==> config.mk <==
export PLATFORM = sky130hd
export DESIGN_NAME = rccd_top
export DESIGN_NICKNAME = d
export VERILOG_FILES = /design/src/rtl/rccd_top.v
export VERILOG_INCLUDE_DIRS = /design/src /design/src/rtl
export SDC_FILE = /design/constraint.sdc
export NUM_CORES = 1
export LEC_CHECK = 0
export BUFFER_PORTS_ARGS = -buffer_cell sky130_fd_sc_hd__clkbuf_2
export CORE_MARGIN = 2
export CORE_UTILIZATION = 40
export CTS_CLUSTER_DIAMETER = 80
export DETAILED_ROUTE_END_ITERATION = 12
export PLACE_DENSITY = 0.73
export SLEW_MARGIN = 20
export SYNTH_ARGS = -nofsm -noshare
export SYNTH_HDL_FRONTEND = slang
export SYNTH_SLANG_ARGS = --single-unit
==> constraint.sdc <==
create_clock -name CORE_CLK_I -period 2.2 [get_ports CORE_CLK_I]
set_input_delay 0.44 -clock CORE_CLK_I [delete_from_list [all_inputs] [get_ports CORE_CLK_I]]
set_output_delay 0.44 -clock CORE_CLK_I [all_outputs]
set_load 0.005 [all_outputs]
==> src/rtl/rccd_consts.vh <==
// constants for the radio configuration command decoder
// included by rtl/rccd_top.v; definitions only
`ifndef RCCD_CONSTS_VH
`define RCCD_CONSTS_VH
`define RCCD_CFG_RST 16'h8008
`define RCCD_PWR_RST 16'h8208
`define RCCD_FRQ_RST 16'hA680
`define RCCD_RATE_RST 16'hC623
`define RCCD_RXC_RST 16'h9080
`define RCCD_FLT_RST 16'hC22C
`define RCCD_CODE_CFG 8'h80
`define RCCD_CODE_PWR 8'h82
`define RCCD_CODE_FRQ 4'hA
`define RCCD_CODE_RATE 8'hC6
`define RCCD_CODE_RXC 5'h12
`define RCCD_CODE_FLT 8'hC2
`define RCCD_FRQ_MIN 12'h060
`define RCCD_FRQ_MAX 12'hF3F
`define RCCD_FLT_FIXED 16'h0028
`define RCCD_CFG_TXREG_BIT 7
`define RCCD_CFG_FIFO_BIT 6
`define RCCD_PWR_RX_BIT 7
`define RCCD_PWR_BB_BIT 6
`define RCCD_PWR_TX_BIT 5
`define RCCD_PWR_SYN_BIT 4
`define RCCD_PWR_XO_BIT 3
`define RCCD_PWR_LBD_BIT 2
`define RCCD_PWR_WKT_BIT 1
`define RCCD_PWR_CKOFF_BIT 0
`define RCCD_RXC_PIN_BIT 10
`define RCCD_FLT_AUTO_BIT 7
`define RCCD_FLT_FAST_BIT 6
`define RCCD_FLT_RC_BIT 4
`define RCCD_WORD_BITS 16
`endif

==> src/rtl/rccd_top.v <==
// radio configuration command decoder: serial command port and six config words
// assumes serial clock, select and data come asynchronously from a host pin
// and that the serial clock is far slower than CORE_CLK_I (160 ns vs 20 ns)
//
// Behaviour
// - bits shift in msb first on serial clock rise while select low; select high resets.
// - reset loads every command register with its default value.
// - upper byte 80h stores tx register, fifo, band and crystal load; default 8008h.
// - with fifo off, received bits drive the direct data pin; recovered clock drives the clock pin with digital filter only.
// - crystal load code is linear, 8.5 to 16.0 pF in half-pF steps.
// - upper byte 82h stores eight section enables; default 8208h.
// - transmit enable powers synth and amplifier, starts sending if tx register on.
// - clock output off bit disables the controller clock output.
// - baseband, synth and oscillator can each be held on separately.
// - top nibble Ah stores a 12-bit frequency word; default A680h.
// - frequency word below 96 or above 3903 is discarded, old kept.
// - center frequency is 10*C1*(C2+F/4000) MHz, band picks C1 and C2.
// - upper byte C6h stores prescale bit and 7-bit divisor; default C623h.
// - bit rate 10000/29/(R+1)/(1+7*cs) kbps, used for transmit and receive.
// - top bits 10010 store receiver control; bit 10 picks shared pin role.
// - valid response code: fast, medium, slow, or forced always on.
// - bandwidth code selects 400 down to 67 kHz; 000 and 111 reserved.
// - lna gain code gives 0, -6, -14, -20 dB.
// - rssi threshold -103 to -73 dBm in 6 dB steps, plus lna gain.
// - upper byte C2h stores data filter, bits 5 and 3 fixed at one.
// - fast mode bit picks fast or slow clock recovery.
// - filter bit picks digital filter or external rc filter.
// - with rc filter, clock recovery and fifo deliver no data.
`timescale 1ns/1ps
`include "rccd_consts.vh"
module rccd_top #(
	parameter WORD_BITS = `RCCD_WORD_BITS
) (
	input wire CORE_CLK_I, // 50 MHz core clock
	input wire SRST_I, // synchronous reset, active high
	input wire SCK_I, // serial clock from host
	input wire CHIP_SELECT_N_I, // serial select, active low
	input wire SERIAL_IN_I, // serial data from host
	input wire RX_BIT_I, // demodulated receive bit
	input wire RX_CLK_I, // recovered bit clock
	output wire RX_BIT_OUT_O, // direct receive data pin
	output wire RX_BIT_CLK_OUT_O, // direct receive clock pin
	output wire FIFO_DATA_VALID_O, // receive bit offered to fifo
	output wire TX_DATA_REG_ON_O, // tx data register enabled
	output wire RX_FIFO_ON_O, // receive fifo enabled
	output wire [1:0] BAND_SEL_O, // band select
	output wire [3:0] XTAL_LOAD_CODE_O, // crystal load code
	output wire RX_CHAIN_ON_O, // receiver chain power
	output wire BB_PATH_ON_O, // baseband power
	output wire PA_ON_O, // power amplifier power
	output wire SYNTH_POWER_O, // synthesizer power
	output wire XTAL_POWER_O, // crystal oscillator power
	output wire TX_START_O, // transmission of data register active
	output wire LOW_BATT_DETECT_ON_O, // battery detector power
	output wire WAKEUP_TIMER_ON_O, // wake-up timer power
	output wire CLK_OUT_EN_O, // controller clock buffer enable
	output wire [11:0] FREQ_WORD_O, // synthesizer frequency word
	output wire [1:0] C1_O, // band multiplier
	output wire [5:0] C2_O, // band offset
	output wire RATE_PRESCALE_O, // bit rate prescaler
	output wire [6:0] RATE_DIVISOR_O, // bit rate divisor
	output wire PIN_ROLE_SEL_O, // shared pin: 1 valid flag out
	output wire [1:0] VALID_RESP_CODE_O, // valid flag response
	output wire [2:0] BB_BW_CODE_O, // baseband bandwidth
	output wire [1:0] LNA_GAIN_CODE_O, // lna gain
	output wire [2:0] RSSI_THRESH_CODE_O, // rssi threshold
	output wire CR_AUTO_LOCK_O, // clock recovery auto lock
	output wire CR_FAST_MODE_O, // clock recovery fast mode
	output wire RC_FILTER_SEL_O, // 1 external rc filter
	output wire CR_ENABLE_O, // internal clock recovery usable
	output wire [2:0] QUALITY_THRESH_CODE_O // quality detector threshold
);
	reg [2:0] sck_sync_reg;
	reg [1:0] cs_sync_reg;
	reg [1:0] sdi_sync_reg;
	reg cs_last_reg;
	reg [15:0] shift_reg;
	reg [4:0] count_reg;
	reg [1:0] rx_sync_reg;
	reg [1:0] rxc_sync_reg;
	reg [15:0] cfg_reg;
	reg [15:0] pwr_reg;
	reg [15:0] frq_reg;
	reg [15:0] rate_reg;
	reg [15:0] rxc_reg;
	reg [15:0] flt_reg;
	reg [1:0] c1_reg;
	reg [5:0] c2_reg;
	wire sck_rise;
	wire cs_rise;
	wire word_done;
	wire [15:0] shift_next;
	wire frq_in_range;
	wire fifo_on;
	wire rc_sel;

	// the first stage of each synchroniser is read only by the second
	always @(posedge CORE_CLK_I) begin
		if (SRST_I) begin
			sck_sync_reg <= 3'h0;
			cs_sync_reg <= 2'h3;
			sdi_sync_reg <= 2'h0;
			rx_sync_reg <= 2'h0;
			rxc_sync_reg <= 2'h0;
			cs_last_reg <= 1'b1;
		end else begin
			sck_sync_reg <= {sck_sync_reg[1:0], SCK_I};
			cs_sync_reg <= {cs_sync_reg[0], CHIP_SELECT_N_I};
			sdi_sync_reg <= {sdi_sync_reg[0], SERIAL_IN_I};
			rx_sync_reg <= {rx_sync_reg[0], RX_BIT_I};
			rxc_sync_reg <= {rxc_sync_reg[0], RX_CLK_I};
			cs_last_reg <= cs_sync_reg[1];
		end
	end

	// data is sampled with the clock edge, both delayed equally by two stages
	assign sck_rise = sck_sync_reg[1] & ~sck_sync_reg[2];
	assign cs_rise = cs_sync_reg[1] & ~cs_last_reg;
	assign shift_next = {shift_reg[14:0], sdi_sync_reg[1]};
	// longer words than sixteen never raise word_done and are dropped undecoded
	assign word_done = cs_rise & (count_reg == WORD_BITS);

	always @(posedge CORE_CLK_I) begin
		if (SRST_I) begin
			shift_reg <= 16'h0000;
			count_reg <= 5'h00;
		end else if (cs_sync_reg[1]) begin
			count_reg <= 5'h00;
		end else if (sck_rise) begin
			shift_reg <= shift_next;
			if (count_reg != 5'h1F) begin
				count_reg <= count_reg + 5'h01;
			end
		end
	end

	assign frq_in_range = (shift_reg[11:0] >= `RCCD_FRQ_MIN) &&
		(shift_reg[11:0] <= `RCCD_FRQ_MAX);

	// commands are applied when select rises; anything else keeps state
	always @(posedge CORE_CLK_I) begin
		if (SRST_I) begin
			cfg_reg <= `RCCD_CFG_RST;
			pwr_reg <= `RCCD_PWR_RST;
			frq_reg <= `RCCD_FRQ_RST;
			rate_reg <= `RCCD_RATE_RST;
			rxc_reg <= `RCCD_RXC_RST;
			flt_reg <= `RCCD_FLT_RST;
		end else if (word_done) begin
			if (shift_reg[15:8] == `RCCD_CODE_CFG) begin
				cfg_reg <= shift_reg;
			end
			if (shift_reg[15:8] == `RCCD_CODE_PWR) begin
				pwr_reg <= shift_reg;
			end
			if (shift_reg[15:12] == `RCCD_CODE_FRQ && frq_in_range) begin
				frq_reg <= shift_reg;
			end
			if (shift_reg[15:8] == `RCCD_CODE_RATE) begin
				rate_reg <= shift_reg;
			end
			if (shift_reg[15:11] == `RCCD_CODE_RXC) begin
				rxc_reg <= shift_reg;
			end
			if (shift_reg[15:8] == `RCCD_CODE_FLT) begin
				flt_reg <= shift_reg | `RCCD_FLT_FIXED;
			end
			// no match: all registers hold
		end
	end

	// band constants for the frequency formula, downstream does the arithmetic
	always @(posedge CORE_CLK_I) begin
		if (SRST_I) begin
			c1_reg <= 2'h1;
			c2_reg <= 6'h1F;
		end else begin
			case (cfg_reg[5:4])
				2'h0: begin
					c1_reg <= 2'h1;
					c2_reg <= 6'h1F;
				end
				2'h1: begin
					c1_reg <= 2'h1;
					c2_reg <= 6'h2B;
				end
				2'h2: begin
					c1_reg <= 2'h2;
					c2_reg <= 6'h2B;
				end
				default: begin
					c1_reg <= 2'h3;
					c2_reg <= 6'h1E;
				end
			endcase
		end
	end

	assign fifo_on = cfg_reg[`RCCD_CFG_FIFO_BIT];
	assign rc_sel = flt_reg[`RCCD_FLT_RC_BIT];

	// direct data pin carries data whenever fifo is off; the direct clock pin also needs the digital filter path
	assign RX_BIT_OUT_O = ~fifo_on & rx_sync_reg[1];
	assign RX_BIT_CLK_OUT_O = ~fifo_on & ~rc_sel & rxc_sync_reg[1];
	assign FIFO_DATA_VALID_O = fifo_on & ~rc_sel & rxc_sync_reg[1];
	assign CR_ENABLE_O = ~rc_sel;
	assign RC_FILTER_SEL_O = rc_sel;

	assign TX_DATA_REG_ON_O = cfg_reg[`RCCD_CFG_TXREG_BIT];
	assign RX_FIFO_ON_O = fifo_on;
	assign BAND_SEL_O = cfg_reg[5:4];
	assign XTAL_LOAD_CODE_O = cfg_reg[3:0];

	assign RX_CHAIN_ON_O = pwr_reg[`RCCD_PWR_RX_BIT];
	// receiver chain also needs baseband, synth and oscillator
	assign BB_PATH_ON_O = pwr_reg[`RCCD_PWR_BB_BIT] | pwr_reg[`RCCD_PWR_RX_BIT];
	assign PA_ON_O = pwr_reg[`RCCD_PWR_TX_BIT];
	assign SYNTH_POWER_O = pwr_reg[`RCCD_PWR_SYN_BIT] | pwr_reg[`RCCD_PWR_TX_BIT] |
		pwr_reg[`RCCD_PWR_RX_BIT];
	assign XTAL_POWER_O = pwr_reg[`RCCD_PWR_XO_BIT] | pwr_reg[`RCCD_PWR_TX_BIT] |
		pwr_reg[`RCCD_PWR_RX_BIT];
	assign TX_START_O = pwr_reg[`RCCD_PWR_TX_BIT] & cfg_reg[`RCCD_CFG_TXREG_BIT];
	assign LOW_BATT_DETECT_ON_O = pwr_reg[`RCCD_PWR_LBD_BIT];
	assign WAKEUP_TIMER_ON_O = pwr_reg[`RCCD_PWR_WKT_BIT];
	assign CLK_OUT_EN_O = ~pwr_reg[`RCCD_PWR_CKOFF_BIT];

	assign FREQ_WORD_O = frq_reg[11:0];
	assign C1_O = c1_reg;
	assign C2_O = c2_reg;
	// one rate setting serves both directions
	assign RATE_PRESCALE_O = rate_reg[7];
	assign RATE_DIVISOR_O = rate_reg[6:0];

	assign PIN_ROLE_SEL_O = rxc_reg[`RCCD_RXC_PIN_BIT];
	assign VALID_RESP_CODE_O = rxc_reg[9:8];
	// reserved bandwidth and threshold codes are passed unchanged
	assign BB_BW_CODE_O = rxc_reg[7:5];
	assign LNA_GAIN_CODE_O = rxc_reg[4:3];
	assign RSSI_THRESH_CODE_O = rxc_reg[2:0];

	assign CR_AUTO_LOCK_O = flt_reg[`RCCD_FLT_AUTO_BIT];
	assign CR_FAST_MODE_O = flt_reg[`RCCD_FLT_FAST_BIT];
	assign QUALITY_THRESH_CODE_O = flt_reg[2:0];
endmodule

==> results.yml <==
status:
  status: "finished, final reports clean"
cts:
  cts-root-buf: "clkbuf_8"
  clk_transition_reported_paths_ns: 0.09
  clock_latency_ns: 0.37
  cts.repair_timing.setup_buffer_count: 0
  cts_num_sinks: 91
  hold_fix_buffer_count_after_cts: 0
  cts-resized-gates: 0
  numCtsBuffers: 9
  cts_tree: "yes"
  cts-htree-levels: 3
  cts_max_path_buffers: 2
timing:
  timing.final.crit_share_pct: 86.4
  unrepaired_setup_endpoints_after_global_routing: "false"
  slew_viol_final: 0
  setup_viol: 0
  max_slew.worst_pin.slew_ns: 0.516
  timing.clock.skew_ns: 0.00939
  remaining_max_slew_budget_at_the_tightest_pin_pct: 65.6
  max_clock_freq_mhz: 526
  timing_hold_violations_final: 0
  period_needed_ns: 1.90
  fin_tns_setup_ns: 0
setup_path:
  crit_start: "count_reg[0]"
  critical_path_class: "flop to flop"
  slowest_stage: "nand4_1"
  crit_arrival_ns: 2.14
  start_kind: "flop"
  critical_path_peak_fanout: 14
  crit-reg2reg-launch: "count_reg[0]"
  crit_path_end_kind: "flop"
  worstPathCellList: "inv_1, ha_1, and4bb_1, nand4_1, o21ai_0, a21oi_1"
  crit_required_ns: 2.44
  critical-path-max-stage-delay_ns: 0.44
power:
  irDropWorstVdd_mv: 0.254
  flop_pwr_share_pct: 55.7
  p_per_area_nw_per_um2: 691
  leakagePower_nw: 1.61
  power_switching_mw: 0.648
  power_frac_comb_pct: 2.0
  power_report.internal_total_mw: 2.33
  sw_frac_of_total_pct: 21.8
  pwr-share-clk_pct: 42.2
  final_total_power_mw: 2.98
floorplan:
  io-pin-count: 73
  die_x_um: 100
  core_region_area_sq_um: 9060
  design.die.area_sq_um: 9990
  floorplan.initialDensity_pct: 40.6
  die_h_um: 100
  placementRows: 35
logic_synthesis:
  yosys_register_bits: 91
  synth_enable_flop_cells: 0
  synth.yosys.warnings: 0
  ys_dominant_reg_cell: "dfxtp_1"
  netlist_top_cells_area: "dfxtp_1 (49%), mux2i_1 (6.3%), a21oi_1 (5.6%)"
  synth_top_area_cell: "dfxtp_1"
  ys_async_sr_fraction_pct: 0
  post_synth_most_frequent_cells: "dfxtp_1 (91), a21oi_1 (41), nand2_1 (35)"
  syn_area_sq_um: 3680
  post_synth.cell_area_avg_sq_um: 9.01
  synth-seq-area-share_pct: 49.5
  synth.lib_cells_used.distinct: 43
  synthMostInstantiatedCell: "dfxtp_1"
  synth_top_area_share_pct: 49.5
  syn-instance-count: 409
routing:
  drt_wl_total_um: 8260
  detailroute.via_count: 2929
  vias_per_cell: 5.06
  avgRoutedWirePerCell_um: 14.3
  detailedRoute.firstPassIterationCount: 4
  drc_errors: 0
  antenna_violating_nets_post_route: 0
  drt_iter0_markers: 204
finish:
  nFillCells: 862
  layout-area-overhead-vs-synth_pct: 16.8
  nNetsFinal: 477
  n_antenna_cell: 0
  largest_reg_flops: 16
  layout-drive-gt1-share_pct: 23.1
global_route:
  global_route_wire_length_before_repair_um: 13200
  grt_max_degree: 52
  via_count_of_the_first_global_routing_pass: 2711
  gr-usage-all-layers_pct: 16.8
  grt_antenna_before_repair: 0
  gr-total-overflow: 0
placement:
  io_buffers: 70
  detailed_place_hpwl_um: 5560
  gp_routability_congestion: 0.791
worst_hold_path:
  hold_path_class: "primary input to flop"
  worst_hold_startpoint: "CHIP_SELECT_N_I"
run:
  maxCapViolCount: 0
critical path: cells and delay by family, from the launching register on:
kind            cells  cell delay, ns
buf+inv             1            0.07
simple gates        2            0.76
flops               1            0.35
compound gates      2            0.43
fa+ha+maj           1            0.17
placed cells by master, fill, tap and decap left out, types with 3 or more instances in the layout:
cell / netlist / final
nor2b_1: 11 / 11
inv_1: 8 / 8
a21oi_1: 41 / 41
clkbuf_2: 1 / 70
ha_1: 7 / 7
o21ai_1: 7 / 7
nor2_1: 28 / 28
nor3b_1: 4 / 4
mux2i_1: 23 / 23
nand4_1: 4 / 4
o21ai_0: 22 / 22
and3_1: 3 / 3
nand3b_1: 7 / 7
nand2b_1: 20 / 20
dfxtp_1: 91 / 91
nand2_1: 35 / 35
clkbuf_8: 0 / 9
or2_2: 4 / 4
buf_4: 6 / 8
nand3_1: 30 / 30
or3_1: 4 / 4
per-stage QoR:
stage          area (sq um)  worst slack (ns)  hold WS [ns]  std cells  util, %
3_3_place_gp           4080             0.396         0.398        563     45.0
2_1_floorplan          3690             0.337         0.389        410        -
5_1_grt                4300           0.00544         0.243        579     47.5
4_1_cts                4300             0.305         0.238        579     47.5
6_report               4300             0.298         0.252        579     47.5
3_5_place_dp           4080             0.325         0.398        563     45.0
power groups by stage:
stage | logic [mW] | clock network [mW] | registers, mW
after floorplan | 0.0442 | 0 | 1.70
after global placement | 0.0593 | 0 | 1.70
after detailed placement | 0.0603 | 0 | 1.70
after CTS | 0.0604 | 1.28 | 1.66
after global routing | 0.0664 | 1.34 | 1.66
final | 0.0598 | 1.26 | 1.66
kinds of logic (layout without fill, tap and decap cells):
family / count (synthesis) / in the layout / synth area share [%]
adder cells (fa/ha/maj): 7 / 7 / 2.38
AND/OR/NAND/NOR: 164 / 164 / 24.3
multiplexers: 23 / 23 / 6.25
buffers and inverters: 45 / 103 / 5.64
flip-flops: 91 / 91 / 49.5
AO/OA/AOI/OAI: 75 / 75 / 11.2
other: 1 / 2 / 0.102
XOR/XNOR: 3 / 3 / 0.713
path summary, 6_finish.rpt:
path                                       end  slack [ns]  depth (start not counted)
worst max-delay path                flt_reg[4]        0.30                          6
worst min-delay path            cs_sync_reg[0]        0.25                          2
worst max register to register      flt_reg[4]        0.30                          6
worst min register to register  cs_sync_reg[1]        0.42                          1
area by class of cell:
cell class | instances | area [sq um] | share of cell area, %
clock buffer | 9 | 124 | 2.88
timing repair buffer | 79 | 430 | 10.0
sequential | 91 | 1820 | 42.3
multi-input combinational | 274 | 1660 | 38.5
inverter | 8 | 30.0 | 0.698
clock inverter | 7 | 101 | 2.35
tap | 111 | 139 | 3.23
metal layers:
metal / share of wire [%] / global-route usage [%] / up-vias / wire (um)
li1: - / - / 1483 / -
met2: 48 / 26.6 / 81 / 3940
met3: 7.5 / 4.11 / 13 / 623
met4: 1.5 / 9.48 / 0 / 121
met1: 43 / 21.0 / 1352 / 3570
met5: 0 / 0 / - / 0
Power figures use the tool's default switching activity.
